## config.mk

```make
export PLATFORM = sky130hd
export DESIGN_NAME = awc_adc_window_compare
export DESIGN_NICKNAME = d
export VERILOG_FILES = /design/src/pkg/awc_pkg.sv /design/src/hdl/awc_adc_window_compare.sv /design/src/hdl/awc_sync.sv /design/src/hdl/awc_window_cmp.sv
export SDC_FILE = /design/constraint.sdc
export NUM_CORES = 1
export LEC_CHECK = 0
export BUFFER_PORTS_ARGS = -buffer_cell sky130_fd_sc_hd__clkbuf_2
export CAP_MARGIN = 20
export CORE_UTILIZATION = 49
export DETAILED_ROUTE_END_ITERATION = 16
export HOLD_SLACK_MARGIN = 0.12
export PLACE_DENSITY = 0.77
export SLEW_MARGIN = 20
export SYNTH_ARGS = -nofsm -noshare
export SYNTH_HDL_FRONTEND = slang
export SYNTH_HIERARCHICAL = 1
export SYNTH_SLANG_ARGS = --single-unit
```

## constraint.sdc

```tcl
create_clock -name pclk -period 4.6 [get_ports pclk]
set_clock_uncertainty 0.1 [all_clocks]
set_input_delay 0.23 -clock pclk [delete_from_list [all_inputs] [get_ports pclk]]
set_output_delay 0.23 -clock pclk [all_outputs]
set_load 0.02 [all_outputs]
```

## src/pkg/awc_pkg.sv

```systemverilog
/*
 * Constants for the converter window-compare control block: register
 * indices, field positions, reset values and code points.
 * Assumes an APB master with 32-bit data; byte address = index * 4.
 */
// Operation
// Every finished conversion word is checked against both limits with no software step.
// A window match sets a flag in the converter control register, usable polled or as interrupt.
// Two writable limit pairs, greater-than and less-than, each a high and a low byte.
// Inside or outside operation follows only from which limit is larger, with no mode bit.
// Results are 12-bit unsigned values and are compared as unsigned.
// Inside: flag only when greater-than limit < result < less-than limit, strictly.
// Outside: flag only when result < less-than limit or result > greater-than limit, strictly.
// Left-justified results are compared with the same limit values as right-justified ones.
// Start select 10 starts a conversion on each rising edge of the external strobe.
// Start select 11 starts a conversion on each timer 2 overflow.
// Track mode field: 00 reserved, 01 post, 10 pre, 11 dual, dual after reset.
package awc_pkg;

	localparam int AWC_DATA_W = 12;
	localparam int AWC_WORD_W = 16;
	localparam int AWC_IDX_W = 10;

	////////////////////////////////////////////////////////////////////////////////
	// Register indices
	localparam logic [9:0] AWC_IDX_TRACK = 10'h0ba;
	localparam logic [9:0] AWC_IDX_CTRL = 10'h0e8;
	localparam logic [9:0] AWC_IDX_RES_L = 10'h0bd;
	localparam logic [9:0] AWC_IDX_RES_H = 10'h0be;
	localparam logic [9:0] AWC_IDX_GT_L = 10'h0c3;
	localparam logic [9:0] AWC_IDX_GT_H = 10'h0c4;
	localparam logic [9:0] AWC_IDX_LT_L = 10'h0c5;
	localparam logic [9:0] AWC_IDX_LT_H = 10'h0c6;
	localparam logic [9:0] AWC_IDX_INT_STAT = 10'h0f0;
	localparam logic [9:0] AWC_IDX_INT_CLR = 10'h0f1;
	localparam logic [9:0] AWC_IDX_INT_EN = 10'h0f2;

	////////////////////////////////////////////////////////////////////////////////
	// Control register fields
	localparam int AWC_CN_ENABLE = 7;
	localparam int AWC_CN_BURST = 6;
	localparam int AWC_CN_DONE = 5;
	localparam int AWC_CN_BUSY = 4;
	localparam int AWC_CN_WINDOW = 3;
	localparam int AWC_CN_LJUST = 2;
	localparam int AWC_CN_START_LO = 0;

	// Tracking register fields
	localparam int AWC_TK_PWR_LO = 4;
	localparam int AWC_TK_MODE_LO = 2;
	localparam int AWC_TK_POST_LO = 0;

	// Interrupt status bits
	localparam int AWC_INT_WINDOW = 0;
	localparam int AWC_INT_DONE = 1;

	////////////////////////////////////////////////////////////////////////////////
	// Reset values
	localparam logic [7:0] AWC_TRACK_RST = 8'hff;
	localparam logic [7:0] AWC_CTRL_RST = 8'h00;
	localparam logic [7:0] AWC_GT_RST = 8'hff;
	localparam logic [7:0] AWC_LT_RST = 8'h00;
	localparam logic [1:0] AWC_INT_RST = 2'h0;

	////////////////////////////////////////////////////////////////////////////////
	// Start select codes
	localparam logic [1:0] AWC_START_SW = 2'h0;
	localparam logic [1:0] AWC_START_TIMER3 = 2'h1;
	localparam logic [1:0] AWC_START_EXT = 2'h2;
	localparam logic [1:0] AWC_START_TIMER2 = 2'h3;

	// Track mode codes
	localparam logic [1:0] AWC_TRACK_RSVD = 2'h0;
	localparam logic [1:0] AWC_TRACK_POST = 2'h1;
	localparam logic [1:0] AWC_TRACK_PRE = 2'h2;
	localparam logic [1:0] AWC_TRACK_DUAL = 2'h3;

endpackage : awc_pkg

```

## src/hdl/awc_adc_window_compare.sv

```systemverilog
/*
 * Converter control with window comparator, tracking configuration and
 * a zero-wait APB register slave with a level interrupt.
 * Assumes the analog converter runs on pclk, pulses conv_done with
 * conv_data valid, and timer overflow inputs are one-cycle pulses on pclk.
 */
// The APB register port was chosen for this implementation.
`timescale 1ns/1ps
module awc_adc_window_compare
	import awc_pkg::*;
#(
	parameter int ADDR_W = 12
)
(
	input wire logic pclk,
	input wire logic presetn,
	input wire logic psel,
	input wire logic penable,
	input wire logic pwrite,
	input wire logic [ADDR_W-1:0] paddr,
	input wire logic [31:0] pwdata,
	output logic [31:0] prdata,
	output logic pready,
	output logic pslverr,
	input wire logic conv_done,
	input wire logic [AWC_DATA_W-1:0] conv_data,
	input wire logic timer2_overflow,
	input wire logic timer3_overflow,
	input wire logic ext_convert_strobe,
	output logic conv_start,
	output logic converter_enable,
	output logic burst_mode_enable,
	output logic left_justify_select,
	output logic [1:0] track_mode_select,
	output logic [1:0] post_track_time_select,
	output logic [3:0] burst_powerup_time,
	output logic window_irq
);

	////////////////////////////////////////////////////////////////////////////////
	// Declarations

	// Register images and their next values
	logic [7:0] adc_tracking_config_reg;
	logic [7:0] adc_tracking_config_next;
	logic [7:0] converter_control_reg;
	logic [7:0] converter_control_next;
	logic [7:0] lower_limit_high_byte_reg;
	logic [7:0] lower_limit_high_byte_next;
	logic [7:0] lower_limit_low_byte_reg;
	logic [7:0] lower_limit_low_byte_next;
	logic [7:0] upper_limit_high_byte_reg;
	logic [7:0] upper_limit_high_byte_next;
	logic [7:0] upper_limit_low_byte_reg;
	logic [7:0] upper_limit_low_byte_next;
	logic [AWC_WORD_W-1:0] result_reg;
	logic [AWC_WORD_W-1:0] result_next;
	logic [1:0] int_status_reg;
	logic [1:0] int_status_next;
	logic [1:0] int_enable_reg;
	logic [1:0] int_enable_next;
	logic irq_reg;
	logic irq_next;
	logic conv_start_reg;
	logic conv_start_next;
	logic strobe_last_reg;
	logic strobe_last_next;
	logic pready_reg;
	logic pready_next;
	logic pslverr_reg;
	logic pslverr_next;
	logic [31:0] prdata_reg;
	logic [31:0] prdata_next;

	// Decode and datapath nets
	logic strobe_sync;
	logic [AWC_IDX_W-1:0] idx;
	logic wr_en;
	logic mapped;
	logic [7:0] rd_byte;
	logic [AWC_WORD_W-1:0] new_word;
	logic [AWC_WORD_W-1:0] gt_word;
	logic [AWC_WORD_W-1:0] lt_word;
	logic new_match;
	logic sw_start;
	logic trigger;
	logic [1:0] start_sel;
	logic [1:0] int_set;

	////////////////////////////////////////////////////////////////////////////////
	// Bus decode

	// Byte lanes are ignored; every register is one aligned word
	assign idx = paddr[AWC_IDX_W+1:2];
	// Write lands only on the access edge that carries pready
	// A write taken in setup alone would land before the slave answered
	assign wr_en = psel && penable && pwrite && pready_reg;

	// Read mux and map check, based on the address held from setup
	// The clear register reads zero so a read-modify-write clears nothing
	always_comb begin
		mapped = 1'b1;
		rd_byte = 8'h00;
		unique case (idx)
			AWC_IDX_TRACK: rd_byte = adc_tracking_config_reg;
			AWC_IDX_CTRL: rd_byte = converter_control_reg;
			AWC_IDX_RES_L: rd_byte = result_reg[7:0];
			AWC_IDX_RES_H: rd_byte = result_reg[15:8];
			AWC_IDX_GT_L: rd_byte = lower_limit_low_byte_reg;
			AWC_IDX_GT_H: rd_byte = lower_limit_high_byte_reg;
			AWC_IDX_LT_L: rd_byte = upper_limit_low_byte_reg;
			AWC_IDX_LT_H: rd_byte = upper_limit_high_byte_reg;
			AWC_IDX_INT_STAT: rd_byte = {6'h00, int_status_reg};
			AWC_IDX_INT_CLR: rd_byte = 8'h00;
			AWC_IDX_INT_EN: rd_byte = {6'h00, int_enable_reg};
			default: mapped = 1'b0;
		endcase
	end

	// Zero wait states: answer is prepared during setup
	// Trade-off: decode must settle within the setup cycle
	always_comb begin
		pready_next = psel && !penable;
		pslverr_next = psel && !penable && !mapped;
		prdata_next = prdata_reg;
		if (psel && !penable) begin
			prdata_next = {24'h000000, rd_byte};
		end
	end

	////////////////////////////////////////////////////////////////////////////////
	// Conversion start

	// The strobe pin is asynchronous; two flops guard against metastability
	awc_sync u_strobe_sync (
		.clk(pclk),
		.rst_n(presetn),
		.async_in(ext_convert_strobe),
		.sync_out(strobe_sync)
	);

	// Software start is a busy write whose written select is also 00
	assign start_sel = converter_control_reg[AWC_CN_START_LO+:2];
	assign sw_start = wr_en && (idx == AWC_IDX_CTRL) && pwdata[AWC_CN_BUSY];

	// Start source select; nothing starts while the converter is off
	always_comb begin
		strobe_last_next = strobe_sync;
		trigger = 1'b0;
		unique case (start_sel)
			AWC_START_SW: trigger = sw_start && (pwdata[1:0] == AWC_START_SW);
			AWC_START_TIMER3: trigger = timer3_overflow;
			// strobe rising edge
			AWC_START_EXT: trigger = strobe_sync && !strobe_last_reg;
			// timer 2 overflow
			AWC_START_TIMER2: trigger = timer2_overflow;
		endcase
		conv_start_next = trigger && converter_control_reg[AWC_CN_ENABLE];
	end

	////////////////////////////////////////////////////////////////////////////////
	// Result and window check

	// Limits are not justified; software programs them as full words
	// justify result, limits unchanged
	assign new_word = converter_control_reg[AWC_CN_LJUST] ?
		{conv_data, 4'h0} : {4'h0, conv_data};
	// limit pairs form words
	assign gt_word = {lower_limit_high_byte_reg, lower_limit_low_byte_reg};
	assign lt_word = {upper_limit_high_byte_reg, upper_limit_low_byte_reg};

	// every result is compared
	awc_window_cmp #(
		.WORD_W(AWC_WORD_W)
	) u_window_cmp (
		.result_word(new_word),
		.gt_limit(gt_word),
		.lt_limit(lt_word),
		.match(new_match)
	);

	// Result keeps its justification so software reads what was compared
	assign result_next = conv_done ? new_word : result_reg;

	////////////////////////////////////////////////////////////////////////////////
	// Register writes and hardware flags

	// Software writes first, hardware sets after, so a set beats a clear
	// Writes to the result and status images are ignored without an error
	always_comb begin
		adc_tracking_config_next = adc_tracking_config_reg;
		converter_control_next = converter_control_reg;
		lower_limit_high_byte_next = lower_limit_high_byte_reg;
		lower_limit_low_byte_next = lower_limit_low_byte_reg;
		upper_limit_high_byte_next = upper_limit_high_byte_reg;
		upper_limit_low_byte_next = upper_limit_low_byte_reg;
		int_enable_next = int_enable_reg;
		int_status_next = int_status_reg;
		if (wr_en) begin
			unique case (idx)
				// track field writable
				AWC_IDX_TRACK: adc_tracking_config_next = pwdata[7:0];
				AWC_IDX_CTRL: begin
					converter_control_next[AWC_CN_ENABLE] = pwdata[AWC_CN_ENABLE];
					converter_control_next[AWC_CN_BURST] = pwdata[AWC_CN_BURST];
					converter_control_next[AWC_CN_LJUST] = pwdata[AWC_CN_LJUST];
					converter_control_next[1:0] = pwdata[1:0];
					// Flags only clear by writing zero
					converter_control_next[AWC_CN_DONE] =
						converter_control_reg[AWC_CN_DONE] & pwdata[AWC_CN_DONE];
					converter_control_next[AWC_CN_WINDOW] =
						converter_control_reg[AWC_CN_WINDOW] & pwdata[AWC_CN_WINDOW];
				end
				// limit bytes writable
				AWC_IDX_GT_L: lower_limit_low_byte_next = pwdata[7:0];
				AWC_IDX_GT_H: lower_limit_high_byte_next = pwdata[7:0];
				AWC_IDX_LT_L: upper_limit_low_byte_next = pwdata[7:0];
				AWC_IDX_LT_H: upper_limit_high_byte_next = pwdata[7:0];
				AWC_IDX_INT_CLR: int_status_next = int_status_reg & ~pwdata[1:0];
				AWC_IDX_INT_EN: int_enable_next = pwdata[1:0];
				default: ;
			endcase
		end
		// Busy follows the converter
		// A start and a done in one cycle leave busy low, done coming later
		if (conv_start_reg) begin
			converter_control_next[AWC_CN_BUSY] = 1'b1;
		end
		if (conv_done) begin
			converter_control_next[AWC_CN_BUSY] = 1'b0;
			converter_control_next[AWC_CN_DONE] = 1'b1;
		end
		// match sets the flag
		if (conv_done && new_match) begin
			converter_control_next[AWC_CN_WINDOW] = 1'b1;
		end
		int_status_next = int_status_next | int_set;
	end

	// Both events also raise sticky status bits for the interrupt line
	assign int_set[AWC_INT_WINDOW] = conv_done && new_match;
	assign int_set[AWC_INT_DONE] = conv_done;

	// flag drives the interrupt
	// Built from next values so the line moves with the status edge
	assign irq_next = |(int_status_next & int_enable_next);

	////////////////////////////////////////////////////////////////////////////////
	// State registers

	// Reset branch assigns constants only
	always_ff @(posedge pclk or negedge presetn) begin
		if (!presetn) begin
			adc_tracking_config_reg <= AWC_TRACK_RST;
			converter_control_reg <= AWC_CTRL_RST;
			lower_limit_high_byte_reg <= AWC_GT_RST;
			lower_limit_low_byte_reg <= AWC_GT_RST;
			upper_limit_high_byte_reg <= AWC_LT_RST;
			upper_limit_low_byte_reg <= AWC_LT_RST;
			result_reg <= 16'h0000;
			int_status_reg <= AWC_INT_RST;
			int_enable_reg <= AWC_INT_RST;
			irq_reg <= 1'b0;
			conv_start_reg <= 1'b0;
			strobe_last_reg <= 1'b0;
			pready_reg <= 1'b0;
			pslverr_reg <= 1'b0;
			prdata_reg <= 32'h00000000;
		end else begin
			adc_tracking_config_reg <= adc_tracking_config_next;
			converter_control_reg <= converter_control_next;
			lower_limit_high_byte_reg <= lower_limit_high_byte_next;
			lower_limit_low_byte_reg <= lower_limit_low_byte_next;
			upper_limit_high_byte_reg <= upper_limit_high_byte_next;
			upper_limit_low_byte_reg <= upper_limit_low_byte_next;
			result_reg <= result_next;
			int_status_reg <= int_status_next;
			int_enable_reg <= int_enable_next;
			irq_reg <= irq_next;
			conv_start_reg <= conv_start_next;
			strobe_last_reg <= strobe_last_next;
			pready_reg <= pready_next;
			pslverr_reg <= pslverr_next;
			prdata_reg <= prdata_next;
		end
	end

	////////////////////////////////////////////////////////////////////////////////
	// Outputs, all straight from flops

	assign prdata = prdata_reg;
	assign pready = pready_reg;
	assign pslverr = pslverr_reg;
	assign conv_start = conv_start_reg;
	assign converter_enable = converter_control_reg[AWC_CN_ENABLE];
	assign burst_mode_enable = converter_control_reg[AWC_CN_BURST];
	assign left_justify_select = converter_control_reg[AWC_CN_LJUST];
	// track mode to analog
	assign track_mode_select = adc_tracking_config_reg[AWC_TK_MODE_LO+:2];
	// Limitation: tracking fields go out raw, the reserved code included
	assign post_track_time_select = adc_tracking_config_reg[AWC_TK_POST_LO+:2];
	assign burst_powerup_time = adc_tracking_config_reg[AWC_TK_PWR_LO+:4];
	assign window_irq = irq_reg;

endmodule : awc_adc_window_compare

```

## src/hdl/awc_sync.sv

```systemverilog
/*
 * Two-stage synchroniser for a single level from outside the clock domain.
 * Assumes the input is a slow pin level, not a data bus.
 */
`timescale 1ns/1ps
module awc_sync
	import awc_pkg::*;
(
	input wire logic clk,
	input wire logic rst_n,
	input wire logic async_in,
	output logic sync_out
);

	logic meta_reg;
	logic meta_next;
	logic sync_reg;
	logic sync_next;

	// First stage feeds only the second one
	always_comb begin
		meta_next = async_in;
		sync_next = meta_reg;
	end

	always_ff @(posedge clk or negedge rst_n) begin
		if (!rst_n) begin
			meta_reg <= 1'b0;
			sync_reg <= 1'b0;
		end else begin
			meta_reg <= meta_next;
			sync_reg <= sync_next;
		end
	end

	assign sync_out = sync_reg;

endmodule : awc_sync

```

## src/hdl/awc_window_cmp.sv

```systemverilog
/*
 * Combinational window comparator on one result word and two limits.
 * Assumes all three words share the same justification.
 */
`timescale 1ns/1ps
module awc_window_cmp
	import awc_pkg::*;
#(
	parameter int WORD_W = AWC_WORD_W
)
(
	input wire logic [WORD_W-1:0] result_word,
	input wire logic [WORD_W-1:0] gt_limit,
	input wire logic [WORD_W-1:0] lt_limit,
	output logic match
);

	logic above_gt;
	logic below_lt;

	// unsigned strict compares
	assign above_gt = result_word > gt_limit;
	assign below_lt = result_word < lt_limit;

	// Limit order picks inside or outside; equal limits act as outside
	always_comb begin
		// order decides mode
		if (lt_limit > gt_limit) begin
			// inside window
			match = above_gt && below_lt;
		end else begin
			// outside window
			match = above_gt || below_lt;
		end
	end

endmodule : awc_window_cmp

```

==> parameters.txt <==
Parameter                              Value

Finish
  Most frequent cells in the layout    sky130_fd_sc_hd__mux2_2 (64), sky130_fd_sc_hd__clkbuf_2 (60), sky130_fd_sc_hd__dfrtp_1 (59)
  Max FFs per register    16
  Multi-input logic area    3070 um^2
  ANT cells    0
  Leading cell type in the layout, fill and taps excluded    sky130_fd_sc_hd__mux2_2
  Non-Filler Cell Area, Final    a little over 6000 um^2
  Total Nets Final    683
  Number of inserted filler cells in the final layout    917
  Area growth from synthesis to final layout    10.9%
  Sequential standard cell area    about 2100 um^2
  Share of final-layout standard cells stronger than drive strength 1    33.3%

Global routing
  Pin count of the biggest net entering global routing    84
  Global-route wire length before repair    23200 um
  GRT overflow    0
  Number of global-route vias before repair    around 4200
  GRT Resource Usage Total    ~27%
  Number of antenna violations at the first check in global routing    0

Clock tree
  Insertion delay of the later-clocked pin in the worst-skew pair    370 ps
  Clk pin slew, worst setup/hold paths    90 ps
  Number of setup buffers added after CTS    0
  H-Tree Level Count    3
  Maximum clock insertion buffer count    2
  Clock sinks    83
  TritonCTS clock tree    built
  Number of clock buffers inserted by TritonCTS    9
  Root Buffer    sky130_fd_sc_hd__clkbuf_8

Placed design
  Placer congestion estimate    roughly 0.93
  Standard cell area after detailed placement    5800 um^2
  Post-detailed-placement half-perimeter wirelength    between 10000 and 15000 um
  Buffers added on ports    roughly 60

Logic synthesis
  Average footprint of a synthesized cell    10.8 um^2
  Area of the mapped netlist    5510 um^2
  Most instantiated flip-flop cell in the synthesis netlist    sky130_fd_sc_hd__dfrtp_1
  Count of warnings emitted by yosys    6
  Mapped Cells    512
  Flip-flop and latch count after synthesis    83
  Async set or reset register ratio after synthesis    100%
  Number of enable-type register cells in the synthesized netlist    0
  Synth cell types    65
  Sequential share of the synthesized area    between 30% and 40%

Detailed routing
  Routed wire length per instance    between 20 and 25 um
  Initial DRC Count    462
  Pre-antenna DRT Iters    5
  Via count    4395
  Total wirelength of the detailed-routed design    15200 um
  Post-route DRC    0
  Vias per std cell    6.14
  Post-route antenna net violation count    0

Hold path
  Worst hold path stage count    2
  Hold Crit Class    primary input to register
  End point of the most critical hold path    upper_limit_high_byte_reg[7]
  HP Start    pwdata[7]

Die
  Total I/O pin count    112
  Die ar.    11700 um^2
  Number of placement rows    38
  Die Ht    108 um
  Width of the die    108 um
  Placeable core region    around 11000 um^2
  Effective utilization at floorplan    50.6%

STA
  Top achievable clock speed    293 MHz
  Worst max-slew margin expressed relative to the limit    30.5%
  Final min period    3410 ps
  Part of the cycle the worst path needs    74.1%
  RSZ-0062 raised after global routing    false
  Setup TNS    0 ps
  Fin. max-slew vios    0
  Final Hold Viols    0
  Final setup violation count    0
  Least-Margin Pin Slew    between 1000 and 1500 ps

Worst setup path
  Startpoint of the most critical register-to-register path    converter_control_reg[2]
  Slack of the worst reg-to-reg path    1190 ps
  Critical path type    register to register
  Worst Path Arrival    3570 ps
  Worst Setup End Kind    register
  Highest fanout seen on the critical path    19
  Kind of start point of the critical path    register
  R2R depth    9
  Required time at the worst-slack endpoint    4760 ps
  Capturing point of the worst reg2reg path    window_irq

Power and ir drop
  Worst-case vdd ir drop    0.182 mV
  Pwr dens    264 nW/um^2
  Static leakage power    between 2 and 3 nW

Outcome
  Outcome    finished clean

Run
  Maxcap violations    0
-- worst max path at each step --
stage | endpoint | from | depth (start not counted)
floorplan | window_irq | converter_control_reg[2] | 11
global placement | window_irq | converter_control_reg[2] | 8
detailed placement | window_irq | converter_control_reg[2] | 9
CTS | window_irq | converter_control_reg[2] | 9
global route | window_irq | converter_control_reg[2] | 9
finish | window_irq | converter_control_reg[2] | 9
-- cells by family (layout without fill, tap and decap cells) --
family,count (synthesis),after routing,share of synthesized area (%)
adder cells (fa/ha/maj),48,48,10.9
AO/OA/AOI/OAI,94,94,12.3
buffers and inverters,79,120,7.61
AND/OR/NAND/NOR,129,129,14.6
multiplexers,78,78,16.3
flip-flops,83,83,38.2
other,1,24,0.0681
-- where the power goes --
part           total (mW)  internal, mW  switching [mW]
sequential          0.765         0.751          0.0133
clock               0.652         0.364           0.288
combinational       0.199        0.0663           0.132
-- routing by layer --
metal	vias up	wire, um	global-route usage, %
met1	2164	6640	38.1
met4	0	441	10.8
met2	235	7090	42.1
li1	1960	-	-
met5	-	0	0
met3	36	1040	3.19
-- through the flow --
stage | utilization, % | hold WS, ps | total power [mW] | setup slack, ps | std cells
after global routing | 56.1 | 140 | 1.67 | 1110 | 716
after global placement | 53.3 | 236 | 0.964 | 1360 | 694
after CTS | 56.1 | 132 | 1.62 | 1240 | 716
after detailed placement | 53.3 | 245 | 0.969 | 1300 | 694
final | 56.1 | 148 | 1.62 | 1190 | 716
after floorplan | - | -166 | 0.905 | 1490 | 535
-- layout make-up --
type,count,area share [%]
clock inverters,7,1.99
multi-input cells,373,50.3
inverters,37,2.27
clock buffers,9,2.03
flip-flops and latches,83,34.5
well taps,140,2.87
repair buffers,67,6.08
-- synth_stat cells (4+ instances only) --
cell | number | share of area (%)
sky130_fd_sc_hd__mux2_4 | 8 | 2.2
sky130_fd_sc_hd__a21oi_1 | 23 | 2.1
sky130_fd_sc_hd__nand3_1 | 11 | 1.0
sky130_fd_sc_hd__mux2i_1 | 6 | 1.1
sky130_fd_sc_hd__ha_1 | 47 | 11
sky130_fd_sc_hd__o21ai_0 | 8 | 0.73
sky130_fd_sc_hd__nor4_4 | 4 | 1.5
sky130_fd_sc_hd__nand2b_1 | 4 | 0.45
sky130_fd_sc_hd__nor2_1 | 26 | 1.8
sky130_fd_sc_hd__dfstp_2 | 24 | 11
sky130_fd_sc_hd__a22oi_1 | 10 | 1.4
sky130_fd_sc_hd__and2_1 | 7 | 0.79
sky130_fd_sc_hd__inv_1 | 37 | 2.5
sky130_fd_sc_hd__and4_1 | 5 | 0.79
sky130_fd_sc_hd__nor2b_1 | 9 | 1.0
sky130_fd_sc_hd__a21o_1 | 9 | 1.2
sky130_fd_sc_hd__dfrtp_1 | 59 | 27
sky130_fd_sc_hd__a22o_1 | 5 | 0.79
sky130_fd_sc_hd__nor3_1 | 5 | 0.45
sky130_fd_sc_hd__nand4b_1 | 5 | 0.79
sky130_fd_sc_hd__nand2_1 | 26 | 1.8
sky130_fd_sc_hd__a221oi_1 | 9 | 1.4
sky130_fd_sc_hd__nand4_1 | 8 | 0.91
sky130_fd_sc_hd__clkbuf_1 | 10 | 0.68
sky130_fd_sc_hd__mux2_2 | 64 | 13
sky130_fd_sc_hd__a211oi_1 | 5 | 0.68
sky130_fd_sc_hd__buf_4 | 25 | 3.4
-- what timing repair did --
action / 4_1_cts / 5_1_grt
setup endpoints to repair: 0 / 0
hold buffers: 6 / 0
resized for setup: 0 / 0
hold endpoints to repair: 73 / 0
-- worst max-delay path: stages, from the launching register on --
cell                        delay [ps]
sky130_fd_sc_hd__dfrtp_1           810
sky130_fd_sc_hd__mux2_2            450
sky130_fd_sc_hd__ha_1              320
sky130_fd_sc_hd__and4_1            230
sky130_fd_sc_hd__o2111ai_1         150
sky130_fd_sc_hd__a211oi_1          260
sky130_fd_sc_hd__nor2_1            110
sky130_fd_sc_hd__maj3_2            360
sky130_fd_sc_hd__a22o_1            270
sky130_fd_sc_hd__a22o_1            230
(Power assumes the default switching activity.)
